$ cat src/inc/aad_defs.svh
// Constants for the accumulator add/AND datapath and its register bus
// Assumes inclusion by bare name from files under hdl/ and inc/
`ifndef AAD_DEFS_SVH
`define AAD_DEFS_SVH

// ----------------------------------------------------------------------
// Register offsets (byte addresses)
// ----------------------------------------------------------------------
`define AAD_OFS_ACCUM   4'h0
`define AAD_OFS_STATUS  4'h4
`define AAD_OFS_CTRL    4'h8
`define AAD_OFS_COUNT   4'hc

// ----------------------------------------------------------------------
// Field positions and reset values
// ----------------------------------------------------------------------
`define AAD_ST_CARRY    0
`define AAD_ST_DCARRY   1
`define AAD_ST_ZERO     2
`define AAD_CTRL_RUN    0
`define AAD_RST_ACCUM   8'h00
`define AAD_RST_FLAGS   3'h0
`define AAD_RST_RUN     1'b1

// ----------------------------------------------------------------------
// Instruction word decode
// ----------------------------------------------------------------------
`define AAD_MSK_ADD_IMM  14'h3e00
`define AAD_PAT_ADD_IMM  14'h3e00
`define AAD_MSK_AND_IMM  14'h3f00
`define AAD_PAT_AND_IMM  14'h3900
`define AAD_MSK_ADD_FILE 14'h3f00
`define AAD_PAT_ADD_FILE 14'h0700
`define AAD_DEST_BIT     7
`define AAD_TMR_ADDR     7'h01

// ----------------------------------------------------------------------
// Bus responses
// ----------------------------------------------------------------------
`define AAD_RESP_OKAY    2'h0
`define AAD_RESP_DECERR  2'h3

`endif

$ cat src/inc/aad_pkg.sv
// Types shared by the accumulator datapath files
// Assumes nothing of its surroundings
`default_nettype none

package aad_pkg;

   // -------------------------------------------------------------------
   // Instruction classes
   // -------------------------------------------------------------------
   typedef enum {
      AAD_OP_NONE,
      AAD_OP_ADD_IMM,
      AAD_OP_AND_IMM,
      AAD_OP_ADD_FILE
   } aad_op_t;

endpackage

`default_nettype wire

$ cat src/hdl/aad_add8.sv
// Byte adder with carry, digit carry and zero outputs
// Assumes purely combinational use by the datapath
`timescale 1ns/1ps
`default_nettype none

module aad_add8 #(
   parameter int WIDTH = 8
) (
   input  wire logic [WIDTH-1:0] a,
   input  wire logic [WIDTH-1:0] b,
   output logic      [WIDTH-1:0] sum,
   output logic                  carry,
   output logic                  dcarry,
   output logic                  zero
);

   logic [WIDTH:0] full;
   logic [4:0]     low;

   if (WIDTH < 5) begin : g_width_check
      $error("aad_add8 needs WIDTH of at least 5");
   end

   // ----------------------------------------------------------------
   // Sum and flags
   // ----------------------------------------------------------------
   assign full   = {1'b0, a} + {1'b0, b};
   assign low    = {1'b0, a[3:0]} + {1'b0, b[3:0]};
   assign sum    = full[WIDTH-1:0];
   assign carry  = full[WIDTH];
   assign dcarry = low[4];
   assign zero   = (full[WIDTH-1:0] == '0);

endmodule

`default_nettype wire

$ cat src/hdl/aad_core.sv
// Execution datapath for immediate add, immediate AND and file add
// Assumes a decoder offering one instruction word per cycle, a file
// register array read combinationally, and an AXI4-Lite master.
`timescale 1ns/1ps
`default_nettype none
`include "aad_defs.svh"

module aad_core #(
   parameter logic [6:0] TMR_ADDR = `AAD_TMR_ADDR
) (
   input  wire logic        clk_sys,
   input  wire logic        srst,
   // Decoder side
   input  wire logic        instr_valid,
   output logic             instr_ready,
   input  wire logic [13:0] instr_word,
   // File register array side
   output logic      [6:0]  file_rd_addr,
   input  wire logic [7:0]  file_rd_data,
   output logic             file_wr_en,
   output logic      [6:0]  file_wr_addr,
   output logic      [7:0]  file_wr_data,
   // Timer side
   input  wire logic        prescaler_assigned,
   output logic             prescaler_clear,
   // AXI4-Lite slave
   input  wire logic [3:0]  s_axi_awaddr,
   input  wire logic        s_axi_awvalid,
   output logic             s_axi_awready,
   input  wire logic [31:0] s_axi_wdata,
   input  wire logic [3:0]  s_axi_wstrb,
   input  wire logic        s_axi_wvalid,
   output logic             s_axi_wready,
   output logic      [1:0]  s_axi_bresp,
   output logic             s_axi_bvalid,
   input  wire logic        s_axi_bready,
   input  wire logic [3:0]  s_axi_araddr,
   input  wire logic        s_axi_arvalid,
   output logic             s_axi_arready,
   output logic      [31:0] s_axi_rdata,
   output logic      [1:0]  s_axi_rresp,
   output logic             s_axi_rvalid,
   input  wire logic        s_axi_rready
);

   logic [7:0]      accum_q, file_wr_data_q, add_b, add_sum, and_res;
   logic            carry_q, dcarry_q, zero_q, run_q, presc_clr_q;
   logic [31:0]     count_q, w_data_q, rdata_q, wr_data;
   logic [6:0]      file_wr_addr_q;
   logic [3:0]      aw_addr_q, w_strb_q, wr_addr, wr_strb;
   logic [1:0]      bresp_q, rresp_q;
   logic            file_wr_en_q, aw_held_q, w_held_q, bvalid_q, rvalid_q;
   aad_pkg::aad_op_t op;
   logic            fire, dest_file, add_c, add_dc, add_z;
   logic            aw_go, w_go, wr_have_a, wr_have_d, wr_do, wr_ok, ar_go;

   // ----------------------------------------------------------------
   // Decode
   // ----------------------------------------------------------------
   always_comb begin
      op = aad_pkg::AAD_OP_NONE;
      if ((instr_word & `AAD_MSK_ADD_IMM) == `AAD_PAT_ADD_IMM) begin
         op = aad_pkg::AAD_OP_ADD_IMM;
      end else if ((instr_word & `AAD_MSK_AND_IMM) == `AAD_PAT_AND_IMM)
      begin
         op = aad_pkg::AAD_OP_AND_IMM;
      end else if ((instr_word & `AAD_MSK_ADD_FILE) == `AAD_PAT_ADD_FILE)
      begin
         op = aad_pkg::AAD_OP_ADD_FILE;
      end
   end

   assign instr_ready  = run_q;
   assign fire         = instr_valid && run_q;
   assign dest_file    = instr_word[`AAD_DEST_BIT];
   assign file_rd_addr = instr_word[6:0];

   // ----------------------------------------------------------------
   // Arithmetic
   // ----------------------------------------------------------------
   assign add_b   = (op == aad_pkg::AAD_OP_ADD_FILE) ? file_rd_data
                                                     : instr_word[7:0];
   assign and_res = accum_q & instr_word[7:0];

   aad_add8 #(
      .WIDTH (8)
   ) u_add (
      .a      (accum_q),
      .b      (add_b),
      .sum    (add_sum),
      .carry  (add_c),
      .dcarry (add_dc),
      .zero   (add_z)
   );

   // ----------------------------------------------------------------
   // Bus write decode
   // ----------------------------------------------------------------
   assign aw_go     = s_axi_awvalid && s_axi_awready;
   assign w_go      = s_axi_wvalid && s_axi_wready;
   assign wr_have_a = aw_held_q || aw_go;
   assign wr_have_d = w_held_q || w_go;
   assign wr_do     = wr_have_a && wr_have_d && !bvalid_q;
   assign wr_addr   = aw_held_q ? aw_addr_q : s_axi_awaddr;
   assign wr_data   = w_held_q ? w_data_q : s_axi_wdata;
   assign wr_strb   = w_held_q ? w_strb_q : s_axi_wstrb;
   assign wr_ok     = (wr_addr == `AAD_OFS_ACCUM)
                   || (wr_addr == `AAD_OFS_STATUS)
                   || (wr_addr == `AAD_OFS_CTRL)
                   || (wr_addr == `AAD_OFS_COUNT);

   // ----------------------------------------------------------------
   // Accumulator
   // ----------------------------------------------------------------
   always_ff @(posedge clk_sys) begin
      if (srst) begin
         accum_q <= `AAD_RST_ACCUM;
      end else if (wr_do && wr_addr == `AAD_OFS_ACCUM && wr_strb[0]) begin
         accum_q <= wr_data[7:0];
      end else if (fire) begin
         case (op)
            aad_pkg::AAD_OP_ADD_IMM: accum_q <= add_sum;
            aad_pkg::AAD_OP_AND_IMM: accum_q <= and_res;
            aad_pkg::AAD_OP_ADD_FILE: begin
               if (!dest_file) begin
                  accum_q <= add_sum;
               end
            end
            default: accum_q <= accum_q;
         endcase
      end
   end

   // ----------------------------------------------------------------
   // Status flags
   // ----------------------------------------------------------------
   always_ff @(posedge clk_sys) begin
      if (srst) begin
         {zero_q, dcarry_q, carry_q} <= `AAD_RST_FLAGS;
      end else if (wr_do && wr_addr == `AAD_OFS_STATUS && wr_strb[0]) begin
         carry_q  <= wr_data[`AAD_ST_CARRY];
         dcarry_q <= wr_data[`AAD_ST_DCARRY];
         zero_q   <= wr_data[`AAD_ST_ZERO];
      end else if (fire) begin
         case (op)
            aad_pkg::AAD_OP_ADD_IMM,
            aad_pkg::AAD_OP_ADD_FILE: begin
               carry_q  <= add_c;
               dcarry_q <= add_dc;
               zero_q   <= add_z;
            end
            aad_pkg::AAD_OP_AND_IMM: zero_q <= (and_res == 8'h00);
            default: zero_q <= zero_q;
         endcase
      end
   end

   // ----------------------------------------------------------------
   // File write-back and prescaler clear
   // ----------------------------------------------------------------
   always_ff @(posedge clk_sys) begin
      if (srst) begin
         file_wr_en_q   <= 1'b0;
         file_wr_addr_q <= 7'h00;
         file_wr_data_q <= 8'h00;
         presc_clr_q    <= 1'b0;
      end else begin
         file_wr_en_q <= fire && op == aad_pkg::AAD_OP_ADD_FILE
                      && dest_file;
         presc_clr_q  <= fire && op == aad_pkg::AAD_OP_ADD_FILE
                      && dest_file && instr_word[6:0] == TMR_ADDR
                      && prescaler_assigned;
         if (fire && op == aad_pkg::AAD_OP_ADD_FILE && dest_file) begin
            file_wr_addr_q <= instr_word[6:0];
            file_wr_data_q <= add_sum;
         end
      end
   end

   assign file_wr_en      = file_wr_en_q;
   assign file_wr_addr    = file_wr_addr_q;
   assign file_wr_data    = file_wr_data_q;
   assign prescaler_clear = presc_clr_q;

   // ----------------------------------------------------------------
   // Control and instruction count
   // ----------------------------------------------------------------
   always_ff @(posedge clk_sys) begin
      if (srst) begin
         run_q <= `AAD_RST_RUN;
      end else if (wr_do && wr_addr == `AAD_OFS_CTRL && wr_strb[0]) begin
         run_q <= wr_data[`AAD_CTRL_RUN];
      end
   end

   always_ff @(posedge clk_sys) begin
      if (srst) begin
         count_q <= 32'h0000_0000;
      end else if (wr_do && wr_addr == `AAD_OFS_COUNT) begin
         count_q <= 32'h0000_0000;
      end else if (fire && op != aad_pkg::AAD_OP_NONE) begin
         count_q <= count_q + 32'h0000_0001;
      end
   end

   // ----------------------------------------------------------------
   // AXI4-Lite write channels
   // ----------------------------------------------------------------
   assign s_axi_awready = !aw_held_q && !bvalid_q;
   assign s_axi_wready  = !w_held_q && !bvalid_q;
   assign s_axi_bvalid  = bvalid_q;
   assign s_axi_bresp   = bresp_q;

   always_ff @(posedge clk_sys) begin
      if (srst) begin
         aw_held_q <= 1'b0;
         aw_addr_q <= 4'h0;
         w_held_q  <= 1'b0;
         w_data_q  <= 32'h0000_0000;
         w_strb_q  <= 4'h0;
      end else begin
         if (wr_do) begin
            aw_held_q <= 1'b0;
            w_held_q  <= 1'b0;
         end else begin
            if (aw_go) begin
               aw_held_q <= 1'b1;
               aw_addr_q <= s_axi_awaddr;
            end
            if (w_go) begin
               w_held_q <= 1'b1;
               w_data_q <= s_axi_wdata;
               w_strb_q <= s_axi_wstrb;
            end
         end
      end
   end

   always_ff @(posedge clk_sys) begin
      if (srst) begin
         bvalid_q <= 1'b0;
         bresp_q  <= `AAD_RESP_OKAY;
      end else if (wr_do) begin
         bvalid_q <= 1'b1;
         bresp_q  <= wr_ok ? `AAD_RESP_OKAY : `AAD_RESP_DECERR;
      end else if (s_axi_bready) begin
         bvalid_q <= 1'b0;
      end
   end

   // ----------------------------------------------------------------
   // AXI4-Lite read channels
   // ----------------------------------------------------------------
   assign s_axi_arready = !rvalid_q;
   assign ar_go         = s_axi_arvalid && !rvalid_q;
   assign s_axi_rvalid  = rvalid_q;
   assign s_axi_rdata   = rdata_q;
   assign s_axi_rresp   = rresp_q;

   always_ff @(posedge clk_sys) begin
      if (srst) begin
         rvalid_q <= 1'b0;
         rdata_q  <= 32'h0000_0000;
         rresp_q  <= `AAD_RESP_OKAY;
      end else if (ar_go) begin
         rvalid_q <= 1'b1;
         rresp_q  <= `AAD_RESP_OKAY;
         case (s_axi_araddr)
            `AAD_OFS_ACCUM:  rdata_q <= {24'h000000, accum_q};
            `AAD_OFS_STATUS: rdata_q <= {29'h0, zero_q, dcarry_q, carry_q};
            `AAD_OFS_CTRL:   rdata_q <= {31'h0, run_q};
            `AAD_OFS_COUNT:  rdata_q <= count_q;
            default: begin
               rdata_q <= 32'h0000_0000;
               rresp_q <= `AAD_RESP_DECERR;
            end
         endcase
      end else if (s_axi_rready) begin
         rvalid_q <= 1'b0;
      end
   end

endmodule

`default_nettype wire

$ cat config.mk
export PLATFORM = sky130hd
export DESIGN_NAME = aad_core
export DESIGN_NICKNAME = d
export VERILOG_FILES = /design/src/inc/aad_pkg.sv /design/src/hdl/aad_add8.sv /design/src/hdl/aad_core.sv
export VERILOG_INCLUDE_DIRS = /design/src /design/src/inc
export SDC_FILE = /design/constraint.sdc
export NUM_CORES = 1
export LEC_CHECK = 0
export ABC_AREA = 0
export BUFFER_PORTS_ARGS = -buffer_cell sky130_fd_sc_hd__buf_4
export CAP_MARGIN = 20
export CORE_MARGIN = 2
export CORE_UTILIZATION = 57
export DETAILED_ROUTE_END_ITERATION = 10
export PLACE_DENSITY = 0.85
export SYNTH_ARGS = -nofsm -noshare
export SYNTH_HDL_FRONTEND = slang
export SYNTH_SLANG_ARGS = --single-unit
$ cat constraint.sdc
create_clock -name clk_sys -period 6.9 [get_ports clk_sys]
set_clock_uncertainty 0.05 [all_clocks]
set_input_delay 1.035 -clock clk_sys [delete_from_list [all_inputs] [get_ports clk_sys]]
set_output_delay 1.035 -clock clk_sys [all_outputs]
set_load 0.01 [all_outputs]
==> results.ini <==
[clock_network]
post-cts-setup-buffers = 0
holdBufCountCts = 0
h-tree-depth = 3
cts.path.max_buffers = 2
post_cts_resized = 0
cts_sinks = 112
clk_latency_ns = 0.38
cts-root-buf = clkbuf_8
cts_buffers = 9
cts_tree = yes
clkTransAtPathRegs_ns = 0.10

[logic_synthesis]
muxShareOfSynthArea_pct = 6.70
ys_types = 57
synthFlopType = dfxtp_1
yosys_register_bits = 112
synthCells = 619
syn_nets = 706
synth_fa_ha_area_share_pct = 2.95
synth_compound_area_share_pct = 17.5
synth_edf_count = 0
async_reset_ff_share_pct = 0
synth-seq-area-share_pct = 42.0
synth_top_family_by_area = simple AND/OR/NAND/NOR gates
synthXorXnorAreaFrac_pct = 3.93
avgSynthCellArea_um2 = 8.63
yosys.area_share.simple_pct = 22.5
syn_area_um2 = 5340
yosys_warnings = 0

[cells_and_area]
design_area_um2 = 6360
drive_above_1_share_pct = 22.0
layout_commonest_cell = buf_4
syn2layout_area_growth_pct = 19.1
mostFrequentLayoutCells = buf_4 (113), dfxtp_1 (112), nor2_1 (91), nand2_1 (54)
antennaDiodeCount = 0
final_nets = 792

[die]
start_util_pct = 58.4
die_h_um = 101
ios = 141
coreArea_um2 = 9150
die_w_um = 101
dieArea_um2 = 10200
rows = 35

[power]
p_sw_mw = 0.312
p_clk_share_pct = 31.9
power_frac_seq_pct = 56.8
comb_power_share_pct = 11.3
p_int_mw = 0.864
vdd_ir_drop_max_mv = 0.101
power-per-cell-area_nw_per_um2 = 185
swShare_pct = 26.5
leakage_nw = 2.53

[worst_hold_path]
hold_path.startpoint = file_wr_data[7]
hp-class = flop to flop
worst_hold_path.num_cells = 2

[global_routing]
antenna_found_initial = 0
grt.met1_usage_pct = 33.4
overflow = 0
grt_pass1_vias = 4674
busiest_layer = met2
grt_max_degree = 81
grt_usage_pct = 26.2
grt_use_met2_pct = 42.9
grt_first_pass_wirelength_mm = 21.5
grtUsageMet3_pct = 5.96

[timing]
whs_ns = 0.413
worst_pin_slew_ns = 1.09
finalHoldViolations = 0
setup_viol = 0
final_max_slew_viol_count = 0
fin_crit_sh_pct = 60.3
grt_setup_unrepaired = false
max_freq_ghz = 0.240
tns_ns = 0
timing.slew.headroom_pct = 27.4
period_needed_ns = 4.16

[critical_path]
startpoint = instr_word[11]
crit_required_ns = 7.14
reg2reg_from = aw_held_q
path_class = primary input to flop
crit_path_start_kind = primary input
end_kind = flop
rr_worst_depth = 6
crit_fanout = 10
crit_arrival_ns = 4.40

[place]
placed_area_um2 = 6140
port_buffers = 113
place_hpwl_mm = 9.64
gp_congestion = 0.865

[routing]
drt_first_pass_iters = 5
post-route-drc-count = 0
detail-route-antenna-nets = 0
viasPerCell = 5.99
wl_per_cell_um = 16.0
drt_iter0_drc = 318
num_vias = 4920
routed_wirelength_mm = 13.1

[run_status]
status = completed

[flow_run]
drv_cap = 0

-- cell usage after synthesis, drive strengths merged, types with 5 or more instances --
cell type / n / area, um2
and3: 12 / 77.6
inv: 13 / 48.8
nand3: 17 / 85.1
mux2i: 20 / 200
xnor2: 15 / 131
a311oi: 8 / 70.1
nor2: 91 / 342
nor3: 10 / 55.1
a22o: 5 / 43.8
nand4: 7 / 43.8
mux2: 12 / 135
a211oi: 12 / 95.1
ha: 11 / 138
xor2: 9 / 78.8
buf: 17 / 105
nor2b: 8 / 50.1
o21ai: 26 / 130
dfxtp: 112 / 2240
a22oi: 36 / 270
and2: 12 / 75.1
nand2: 54 / 203
clkbuf: 23 / 86.3
nor4b: 5 / 58.8
a21oi: 37 / 189
or3: 13 / 81.3
-- worst paths after layout --
path / slack (ns) / to
setup reg to reg: 3.94 / count_q[26]
setup / recovery: 2.74 / zero_q
hold / removal: 0.41 / file_wr_data[7]
hold reg to reg: 0.41 / file_wr_data[7]
-- critical path, cell delays in order --
cell and delay (ns):
buf_4 0.12, nor4b_4 0.29, and3_2 0.38, mux2_2 0.38, ha_1 0.32, a211oi_1 0.26, a21oi_1 0.14, o41ai_1 0.44
xnor2_1 0.19, or4_4 0.59, a221oi_2 0.23
-- power groups by stage --
stage | clock network, mW | registers, mW | logic (mW)
floorplan | 0 | 0.676 | 0.0837
global placement | 0 | 0.681 | 0.125
detailed placement | 0 | 0.682 | 0.128
CTS | 0.380 | 0.668 | 0.129
global route | 0.405 | 0.670 | 0.145
finish | 0.375 | 0.668 | 0.133
-- kinds of logic after synthesis --
kind of cell             after synthesis
AO/OA/AOI/OAI                        139
buffers and inverters                 53
multiplexers                          33
adder cells (fa/ha/maj)               12
AND/OR/NAND/NOR                      246
flip-flops                           112
XOR/XNOR                              24
-- sequential cells by signal, summed over array words and instances, names as in the netlist --
signal / cells
zero_q: 1
aw_addr_q: 4
instr_ready: 1
accum_q: 8
w_held_q: 1
s_axi_bvalid: 1
carry_q: 1
w_strb_q: 1
s_axi_rvalid: 1
dcarry_q: 1
w_data_q: 8
file_wr_en: 1
file_wr_addr: 7
s_axi_rresp: 1
aw_held_q: 1
s_axi_rdata: 32
prescaler_clear: 1
count_q: 32
file_wr_data: 8
s_axi_bresp: 1
-- layout make-up --
cell class / instances / area, um2
clock buffers: 10 / 138
fillers: 713 / 2790
flip-flops and latches: 112 / 2240
well taps: 111 / 139
inverters: 13 / 48.8
multi-input cells: 454 / 2860
repair buffers: 115 / 887
clock inverters: 6 / 47.5
-- stage by stage --
stage / cells / util (%) / power (mW) / setup slack (ns)
4_1_cts: 819 / 69.1 / 1.18 / 2.79
3_5_place_dp: 803 / 67.1 / 0.811 / 2.44
5_1_grt: 821 / 69.5 / 1.22 / 2.65
6_report: 821 / 69.5 / 1.18 / 2.74
3_3_place_gp: 803 / 67.1 / 0.807 / 2.55
2_1_floorplan: 619 / - / 0.760 / 2.86
-- layer usage --
metal | routed length (um) | vias up
li1 | - | 2376
met1 | 5700 | 2347
met2 | 6280 | 167
met3 | 846 | 30
met4 | 323 | 0
met5 | 0 | -
Note: power is estimated with default switching activity, not from simulation.
